==> src/rtl/gsl_cfg.svh <==
`ifndef GSL_CFG_SVH
`define GSL_CFG_SVH

// register byte offsets
`define GSL_OFS_CFG        32'h0000_0000
`define GSL_OFS_DOUT       32'h0000_0004
`define GSL_OFS_PINS       32'h0000_0008
`define GSL_OFS_STAT       32'h0000_000c

// pin configuration fields
`define GSL_CFG_MODE_LSB   0
`define GSL_CFG_LAMP_LSB   8
`define GSL_MODE_RESET     6'h00
`define GSL_LAMP_RESET     3'h0
`define GSL_DOUT_RESET     3'h0

// per-pin mode codes, code 3 behaves as input
`define GSL_MODE_IN        2'h0
`define GSL_MODE_PUSH      2'h1
`define GSL_MODE_OD        2'h2

// status fields
`define GSL_STAT_LAMP_LSB  0
`define GSL_STAT_LINK      4
`define GSL_STAT_SPD100    5
`define GSL_STAT_FDX       6
`define GSL_STAT_ANEG      7

// bus responses
`define GSL_RESP_OKAY      2'h0
`define GSL_RESP_SLVERR    2'h2

// activity lamp timing
`define GSL_CLK_MHZ        100
`define GSL_LAMP_MS        80
`define GSL_LAMP_CYCLES    (`GSL_LAMP_MS * 1000 * `GSL_CLK_MHZ)

`endif

==> src/rtl/gsl_pkg.sv <==
package gsl_pkg;

	typedef enum logic [1:0] {
		bl_lit,
		bl_dark,
		bl_hold
	} gsl_blink_st_t;

	typedef enum logic [2:0] {
		reg_cfg,
		reg_dout,
		reg_pins,
		reg_stat,
		reg_none
	} gsl_reg_t;

endpackage

==> src/rtl/gsl_blink.sv <==
`timescale 1ns/1ns
`include "gsl_cfg.svh"

module gsl_blink #(
	parameter int PULSE_CYCLES = `GSL_LAMP_CYCLES,
	parameter int CNT_W        = 24
) (
	input  wire logic aclk,
	input  wire logic aresetn,
	input  wire logic link_up,
	input  wire logic activity,
	output logic      lamp_n
);
	import gsl_pkg::*;

	typedef struct packed {
		gsl_pkg::gsl_blink_st_t st;
		logic [CNT_W-1:0]       cnt;
		logic                   pend;
		logic                   lamp_n;
	} gsl_blink_t;

	localparam logic [CNT_W-1:0] LAST = CNT_W'(PULSE_CYCLES - 1);

	gsl_blink_t r;
	gsl_blink_t next_r;

	if (PULSE_CYCLES < 1 || PULSE_CYCLES > (2 ** CNT_W)) begin : g_bad
		$error("pulse length does not fit the counter");
	end

	always_comb begin
		next_r = r;
		// activity seen while dark or holding waits for the next flash
		if (activity) begin
			next_r.pend = 1'b1;
		end
		case (r.st)
		bl_lit: begin
			next_r.lamp_n = 1'b0;
			if (r.pend || activity) begin
				next_r.st     = bl_dark;
				next_r.cnt    = '0;
				next_r.pend   = 1'b0;
				next_r.lamp_n = 1'b1;
			end
		end
		bl_dark: begin
			if (r.cnt == LAST) begin
				next_r.st     = bl_hold;
				next_r.cnt    = '0;
				next_r.lamp_n = 1'b0;
			end else begin
				next_r.cnt = r.cnt + 1'b1;
			end
		end
		bl_hold: begin
			if (r.cnt == LAST) begin
				next_r.st  = bl_lit;
				next_r.cnt = '0;
			end else begin
				next_r.cnt = r.cnt + 1'b1;
			end
		end
		default: begin
			next_r.st = bl_lit;
		end
		endcase
		// no link: lamp dark, timing restarts on the next link
		if (!link_up) begin
			next_r.st     = bl_lit;
			next_r.cnt    = '0;
			next_r.pend   = 1'b0;
			next_r.lamp_n = 1'b1;
		end
	end

	always_ff @(posedge aclk) begin
		if (!aresetn) begin
			r.st     <= bl_lit;
			r.cnt    <= '0;
			r.pend   <= 1'b0;
			r.lamp_n <= 1'b1;
		end else begin
			r <= next_r;
		end
	end

	assign lamp_n = r.lamp_n;

endmodule

==> src/rtl/gsl_lamp_port.sv <==
`timescale 1ns/1ns
`include "gsl_cfg.svh"

// Operation
// - each pin is push-pull output, open-drain output or input per config
// - each pin may instead carry its status lamp
// - a lamp pin only pulls low or releases, never drives high
// - speed lamp high only in 10 Mb/s operation, else low
// - link/activity lamp lit low on valid link, steady without traffic
// - activity makes the link/activity lamp go dark for 80 ms
// - then lit at least 80 ms before another dark pulse on activity

module gsl_lamp_port #(
	parameter int ADDR_W       = 8,
	parameter int PULSE_CYCLES = `GSL_LAMP_CYCLES,
	parameter int CNT_W        = 24
) (
	input  wire logic        aclk,
	input  wire logic        aresetn,
	input  wire logic [ADDR_W-1:0] s_axi_awaddr,
	input  wire logic [2:0]  s_axi_awprot,
	input  wire logic        s_axi_awvalid,
	output logic             s_axi_awready,
	input  wire logic [31:0] s_axi_wdata,
	input  wire logic [3:0]  s_axi_wstrb,
	input  wire logic        s_axi_wvalid,
	output logic             s_axi_wready,
	output logic [1:0]       s_axi_bresp,
	output logic             s_axi_bvalid,
	input  wire logic        s_axi_bready,
	input  wire logic [ADDR_W-1:0] s_axi_araddr,
	input  wire logic [2:0]  s_axi_arprot,
	input  wire logic        s_axi_arvalid,
	output logic             s_axi_arready,
	output logic [31:0]      s_axi_rdata,
	output logic [1:0]       s_axi_rresp,
	output logic             s_axi_rvalid,
	input  wire logic        s_axi_rready,
	input  wire logic        link_up,
	input  wire logic        speed_100,
	input  wire logic        autoneg_busy,
	input  wire logic        full_duplex,
	input  wire logic        tx_activity,
	input  wire logic        rx_activity,
	input  wire logic [2:0]  gpio_in,
	output logic [2:0]       gpio_out,
	output logic [2:0]       gpio_oe,
	output logic [2:0]       status_lamp_outputs
);
	import gsl_pkg::*;

	////////////////////////////////////////////////////////////////////////
	// state

	typedef struct packed {
		logic              awready;
		logic              wready;
		logic              aw_have;
		logic              w_have;
		logic [ADDR_W-1:0] waddr;
		logic [31:0]       wdat;
		logic [3:0]        wstb;
		logic              bvalid;
		logic [1:0]        bresp;
		logic              arready;
		logic              rvalid;
		logic [31:0]       rdata;
		logic [1:0]        rresp;
		logic [5:0]        mode;
		logic [2:0]        lamp_en;
		logic [2:0]        dout;
		logic [2:0]        pins_in;
		logic [2:0]        lamps_n;
		logic [2:0]        pin_out;
		logic [2:0]        pin_oe;
	} gsl_state_t;

	gsl_state_t r;
	gsl_state_t next_r;
	logic       act_lamp_n;
	logic [2:0] drv_out;
	logic [2:0] drv_oe;

	if (ADDR_W < 4 || ADDR_W > 32) begin : g_bad
		$error("address width must be 4 to 32 bits");
	end

	////////////////////////////////////////////////////////////////////////
	// address decode, shared by both channels

	function automatic gsl_reg_t decode(input logic [ADDR_W-1:0] addr);
		logic [ADDR_W-1:0] a;
		a = {addr[ADDR_W-1:2], 2'b00};
		if (a == ADDR_W'(`GSL_OFS_CFG)) begin
			decode = reg_cfg;
		end else if (a == ADDR_W'(`GSL_OFS_DOUT)) begin
			decode = reg_dout;
		end else if (a == ADDR_W'(`GSL_OFS_PINS)) begin
			decode = reg_pins;
		end else if (a == ADDR_W'(`GSL_OFS_STAT)) begin
			decode = reg_stat;
		end else begin
			decode = reg_none;
		end
	endfunction

	function automatic logic [31:0] read_word(input gsl_reg_t sel,
		input gsl_state_t s, input logic [3:0] live);
		logic [31:0] w;
		w = 32'h0000_0000;
		case (sel)
		reg_cfg: begin
			w = (32'(s.mode) << `GSL_CFG_MODE_LSB)
				| (32'(s.lamp_en) << `GSL_CFG_LAMP_LSB);
		end
		reg_dout: begin
			w = 32'(s.dout);
		end
		reg_pins: begin
			w = 32'(s.pins_in);
		end
		reg_stat: begin
			w = 32'(s.lamps_n) << `GSL_STAT_LAMP_LSB;
			w[`GSL_STAT_LINK]   = live[0];
			w[`GSL_STAT_SPD100] = live[1];
			w[`GSL_STAT_FDX]    = live[2];
			w[`GSL_STAT_ANEG]   = live[3];
		end
		default: begin
			w = 32'h0000_0000;
		end
		endcase
		read_word = w;
	endfunction

	////////////////////////////////////////////////////////////////////////
	// activity lamp timing

	gsl_blink #(
		.PULSE_CYCLES (PULSE_CYCLES),
		.CNT_W        (CNT_W)
	) u_blink (
		.aclk     (aclk),
		.aresetn  (aresetn),
		.link_up  (link_up),
		.activity (tx_activity | rx_activity),
		.lamp_n   (act_lamp_n)
	);

	////////////////////////////////////////////////////////////////////////
	// pin drivers

	for (genvar i = 0; i < 3; i++) begin : g_pin
		always_comb begin
			drv_out[i] = 1'b0;
			drv_oe[i]  = 1'b0;
			if (r.lamp_en[i]) begin
				// lamp pins only sink current
				drv_out[i] = 1'b0;
				drv_oe[i]  = ~r.lamps_n[i];
			end else begin
				case (r.mode[2*i +: 2])
				`GSL_MODE_PUSH: begin
					drv_out[i] = r.dout[i];
					drv_oe[i]  = 1'b1;
				end
				`GSL_MODE_OD: begin
					drv_out[i] = 1'b0;
					drv_oe[i]  = ~r.dout[i];
				end
				default: begin
					drv_out[i] = 1'b0;
					drv_oe[i]  = 1'b0;
				end
				endcase
			end
		end
	end

	////////////////////////////////////////////////////////////////////////
	// next state

	always_comb begin
		next_r = r;

		// lamps: speed lamp dark only in a settled 10 Mb/s link
		next_r.lamps_n[0] = link_up & ~speed_100 & ~autoneg_busy;
		next_r.lamps_n[1] = act_lamp_n;
		next_r.lamps_n[2] = ~(link_up & full_duplex);
		next_r.pin_out    = drv_out;
		next_r.pin_oe     = drv_oe;
		next_r.pins_in    = gpio_in;

		// write response taken
		if (r.bvalid && s_axi_bready) begin
			next_r.bvalid = 1'b0;
		end

		// address and data arrive in either order
		if (s_axi_awvalid && r.awready) begin
			next_r.aw_have = 1'b1;
			next_r.waddr   = s_axi_awaddr;
		end
		if (s_axi_wvalid && r.wready) begin
			next_r.w_have = 1'b1;
			next_r.wdat   = s_axi_wdata;
			next_r.wstb   = s_axi_wstrb;
		end

		// perform the write once both halves are held
		if (r.aw_have && r.w_have && !r.bvalid) begin
			next_r.aw_have = 1'b0;
			next_r.w_have  = 1'b0;
			next_r.bvalid  = 1'b1;
			next_r.bresp   = `GSL_RESP_OKAY;
			case (decode(r.waddr))
			reg_cfg: begin
				if (r.wstb[0]) begin
					next_r.mode = r.wdat[`GSL_CFG_MODE_LSB +: 6];
				end
				if (r.wstb[1]) begin
					next_r.lamp_en = r.wdat[`GSL_CFG_LAMP_LSB +: 3];
				end
			end
			reg_dout: begin
				if (r.wstb[0]) begin
					next_r.dout = r.wdat[2:0];
				end
			end
			reg_pins, reg_stat: begin
				// read-only, write ignored
				next_r.bresp = `GSL_RESP_OKAY;
			end
			default: begin
				next_r.bresp = `GSL_RESP_SLVERR;
			end
			endcase
		end
		// one write in flight: no new halves until the response is taken
		next_r.awready = ~next_r.aw_have & ~next_r.bvalid;
		next_r.wready  = ~next_r.w_have & ~next_r.bvalid;

		// read channel
		if (r.rvalid && s_axi_rready) begin
			next_r.rvalid = 1'b0;
		end
		if (s_axi_arvalid && r.arready) begin
			next_r.rvalid = 1'b1;
			next_r.rdata  = read_word(decode(s_axi_araddr), r,
				{autoneg_busy, full_duplex, speed_100, link_up});
			next_r.rresp  = (decode(s_axi_araddr) == reg_none)
				? `GSL_RESP_SLVERR : `GSL_RESP_OKAY;
		end
		next_r.arready = ~next_r.rvalid;
	end

	////////////////////////////////////////////////////////////////////////
	// registers

	always_ff @(posedge aclk) begin
		if (!aresetn) begin
			r.awready <= 1'b0;
			r.wready  <= 1'b0;
			r.aw_have <= 1'b0;
			r.w_have  <= 1'b0;
			r.waddr   <= '0;
			r.wdat    <= 32'h0000_0000;
			r.wstb    <= 4'h0;
			r.bvalid  <= 1'b0;
			r.bresp   <= `GSL_RESP_OKAY;
			r.arready <= 1'b0;
			r.rvalid  <= 1'b0;
			r.rdata   <= 32'h0000_0000;
			r.rresp   <= `GSL_RESP_OKAY;
			r.mode    <= `GSL_MODE_RESET;
			r.lamp_en <= `GSL_LAMP_RESET;
			r.dout    <= `GSL_DOUT_RESET;
			r.pins_in <= 3'h0;
			r.lamps_n <= 3'h7;
			r.pin_out <= 3'h0;
			r.pin_oe  <= 3'h0;
		end else begin
			r <= next_r;
		end
	end

	////////////////////////////////////////////////////////////////////////
	// outputs, all from flops

	assign s_axi_awready       = r.awready;
	assign s_axi_wready        = r.wready;
	assign s_axi_bresp         = r.bresp;
	assign s_axi_bvalid        = r.bvalid;
	assign s_axi_arready       = r.arready;
	assign s_axi_rdata         = r.rdata;
	assign s_axi_rresp         = r.rresp;
	assign s_axi_rvalid        = r.rvalid;
	assign gpio_out            = r.pin_out;
	assign gpio_oe             = r.pin_oe;
	assign status_lamp_outputs = r.lamps_n;

endmodule

==> config.mk <==
export PLATFORM = sky130hd
export DESIGN_NAME = gsl_lamp_port
export DESIGN_NICKNAME = d
export VERILOG_FILES = /design/src/rtl/gsl_pkg.sv /design/src/rtl/gsl_blink.sv /design/src/rtl/gsl_lamp_port.sv
export VERILOG_INCLUDE_DIRS = /design/src /design/src/rtl
export SDC_FILE = /design/constraint.sdc
export NUM_CORES = 1
export LEC_CHECK = 0
export BUFFER_PORTS_ARGS = -buffer_cell sky130_fd_sc_hd__buf_2
export CAP_MARGIN = 10
export CORE_ASPECT_RATIO = 2
export CORE_MARGIN = 8
export CORE_UTILIZATION = 58
export CTS_BUF_LIST = sky130_fd_sc_hd__clkbuf_4
export CTS_CLUSTER_DIAMETER = 120
export DETAILED_ROUTE_END_ITERATION = 10
export PLACE_DENSITY = 0.93
export SLEW_MARGIN = 20
export SYNTH_ARGS = -nofsm -noshare
export SYNTH_HDL_FRONTEND = slang
export SYNTH_SLANG_ARGS = --single-unit
export TNS_END_PERCENT = 20
==> constraint.sdc <==
create_clock -name aclk -period 4.6 [get_ports aclk]
set_input_delay 0.92 -clock aclk [delete_from_list [all_inputs] [get_ports aclk]]
set_output_delay 0.92 -clock aclk [all_outputs]
set_load 0.02 [all_outputs]
==> impl_metrics.yaml <==
floorplanning:
  die_width_um: 76.3
  die_area_um2: 10400
  start_util_pct: 58.9
  core_region_area_um2: 7160
  num_rows: 44
  die_height_um: 137
  io_pins: 124
sta:
  fin_setup_tns_ns: 0
  fmax_mhz: 361
  relSlewSlack_pct: 37.0
  fin_ws_ns: 1.83
  hold_viol_final: 0
  fin_crit_sh_pct: 60.2
  fin_crit_ns: 2.77
  fin_skew_ns: 0.0103
  final-setup-viol-count: 0
  maxSlewViolCount: 0
  grt_setup_unrepaired: "false"
  worst_pin_slew_ns: 0.939
grt:
  antenna_found_initial: 0
  grt_pass1_wl_um: 14500
  grt_pass1_vias: 3146
  grt_overflow_total: 0
  grt_use_total_pct: 16.6
  grt_max_degree: 62
routing:
  via_per_inst: 5.38
  wl_per_cell_um: 13.9
  wirelength_um: 8590
  vias: 3317
  drtIter0Drc: 185
  route.detailed.drc: 0
  drt_pass1_iterations: 5
  ant_nets: 0
placed_design:
  dpl_cell_area_um2: 4330
  pre_cts_slack_ns: 1.59
  port_buffers: 65
  hpwl_um: 6340
  place_congestion: 0.840
worst_setup_path:
  cp.required_ns: 4.96
  cp-start-kind: "flip-flop"
  path_class: "flip-flop to flip-flop"
  critPathMaxFanout: 21
  endpoint_kind: "flip-flop"
  cp.arrival_ns: 3.13
clock_tree:
  ctsHoldBuffers: 0
  path_clk_slew_ns: 0.12
  htree_levels: 3
  post_cts_resized: 0
  clkSinkCount: 89
  postCtsSetupRepairBufs: 0
  clock_latency_ns: 0.44
  cts_buffer_depth: 2
  cts-root-buf: "clkbuf_4"
  cts_tree: "yes"
  cts_made_buffers: 9
synth:
  netlist_instances: 488
  synthesis.area_um2: 4220
  async_flop_share_pct: 0
  synth_warnings: 0
  synthTopCellsByArea: "dfxtp_1, buf_4, nand2_1"
  synth_cell_types: 46
  synth_top_area_share_pct: 42.2
  seq_area_frac_synth_pct: 42.2
  synth.ff_latch_count: 89
  synth_enable_flop_cells: 0
  synth_area_per_cell_um2: 8.64
  ys.flop_type: "dfxtp_1"
  netlist.top_cell.by_area: "dfxtp_1"
pwr:
  power-per-cell-area_nw_per_um2: 307
  ir_drop_uv: 371
  p_leak_nw: 1.68
job:
  cap_violations: 0
cells_and_area:
  fin_area_um2: 4470
  fin_nets: 606
  final_util_pct: 62.4
  n_antenna_cell: 0
  syn_to_final_growth_pct: 5.93
  drive_gt1_share_pct: 17.0
outcome:
  status: "finished clean"
hold_path:
  hold_class: "flip-flop to flip-flop"
==> cell type report <==
type,count,area [um2]
fill,645,2690
multi-input combinational,339,2030
sequential,89,1780
timing repair buffer,68,348
tap,92,115
clock inverter,5,72.6
clock buffer,9,67.6
inverter,15,56.3
==> state kept, by name, summed over array words and instances (netlist names) <==
register / cells
s_axi_arready: 1
status_lamp_outputs: 3
u_blink.lamp_n: 1
s_axi_bresp: 1
s_axi_rvalid: 1
s_axi_awready: 1
gpio_out: 3
s_axi_bvalid: 1
s_axi_rresp: 1
gpio_oe: 3
s_axi_rdata: 11
r: 34
s_axi_wready: 1
u_blink.r: 27
==> critical path, stage by stage (launching register included) <==
cell and delay (ns):
dfxtp_1 0.38, inv_1 0.11, ha_1 0.34, or4b_1 0.62, o21a_1 0.35, nand3_1 0.17, nand2_1 0.43, a21oi_1 0.28
==> routing by layer <==
layer / vias up / share of wire [%] / GRT usage (%)
met3: 14 / 7.0 / 5.53
met4: 0 / 1.5 / 6.68
met2: 109 / 49 / 28.1
met1: 1532 / 42 / 18.8
met5: - / 0 / 0
li1: 1662 / - / -
==> power breakdown <==
| part | total (mW) | internal (mW) | leakage, nW | switching (mW) |
|---|---|---|---|---|
| clock network | 0.452 | 0.210 | 0.0767 | 0.241 |
| logic | 0.121 | 0.0411 | 0.883 | 0.0799 |
| registers | 0.801 | 0.788 | 0.722 | 0.0135 |
==> layout by cell type, fill, tap and decap left out, types with 2 or more instances in the layout <==
cell type  instances
or4b_1             2
dfxtp_1           89
o211ai_1           2
clkinv_1           2
a22oi_1            6
nor4_1             7
clkbuf_4           9
buf_4              3
nand2b_1           4
mux2i_1            4
or3_1              2
nand2_1           67
xnor2_1           13
a21boi_0          30
a21oi_1           13
mux4_2             3
nor4_2             2
o21a_1             4
bufinv_16          2
ha_1              10
nand3_1           30
a31oi_1            3
nor2_1            33
or4_1              2
and2_1             6
conb_1            23
inv_1             15
xor2_1             7
nand4_1           11
buf_2             65
nor3_1            15
and3_1             6
nor2b_1           16
o21ai_0            2
and4_1             3
==> final timing paths <==
path,cells past startpoint,from,endpoint,slack [ns]
max reg2reg,7,u_blink.r[27],u_blink.r[7],1.83
min reg2reg,2,s_axi_rdata[1],s_axi_rdata[1],0.47
max,7,u_blink.r[27],u_blink.r[7],1.83
min,2,s_axi_rdata[1],s_axi_rdata[1],0.47
==> cell usage after synthesis (4+ instances only) <==
master and n:
nor2_1 33, and2_1 6, nor4_1 7, ha_1 10, nand2_1 67, dfxtp_1 89, and3_1 6, xor2_1 7
nor3_1 15, mux2i_1 4, nor2b_1 16, nand2b_1 4, nand4_1 11, buf_2 6, a21oi_1 13, clkbuf_1 14
buf_4 47, o21a_1 4, a21boi_0 30, a22oi_1 6, nand3_1 30, inv_1 15, xnor2_1 13
==> through the flow <==
stage / hold slack, ns / power, mW / std cells
finish: 0.470 / 1.37 / 617
global route: 0.491 / 1.43 / 617
CTS: 0.471 / 1.38 / 617
detailed placement: 0.453 / 0.937 / 603
global placement: 0.446 / 0.933 / 603
floorplan: 0.429 / 0.919 / 510
==> kinds of logic (layout without fill, tap and decap cells) <==
kind of cell               after synthesis  in the layout  share of synthesized area (%)
and+or+nand+nor                        210            210                           24.9
DFF                                     89             89                           42.2
buffers and inverters                   82             97                           11.7
AOI/OAI and AO/OA                       69             69                           11.5
xor gates and xnor gates                20             20                           4.15
adders and majority gates               10             10                           2.97
muxes                                    7              7                           2.55
other                                    1             23                         0.0889
No activity file was read; power rests on OpenSTA's default activity.
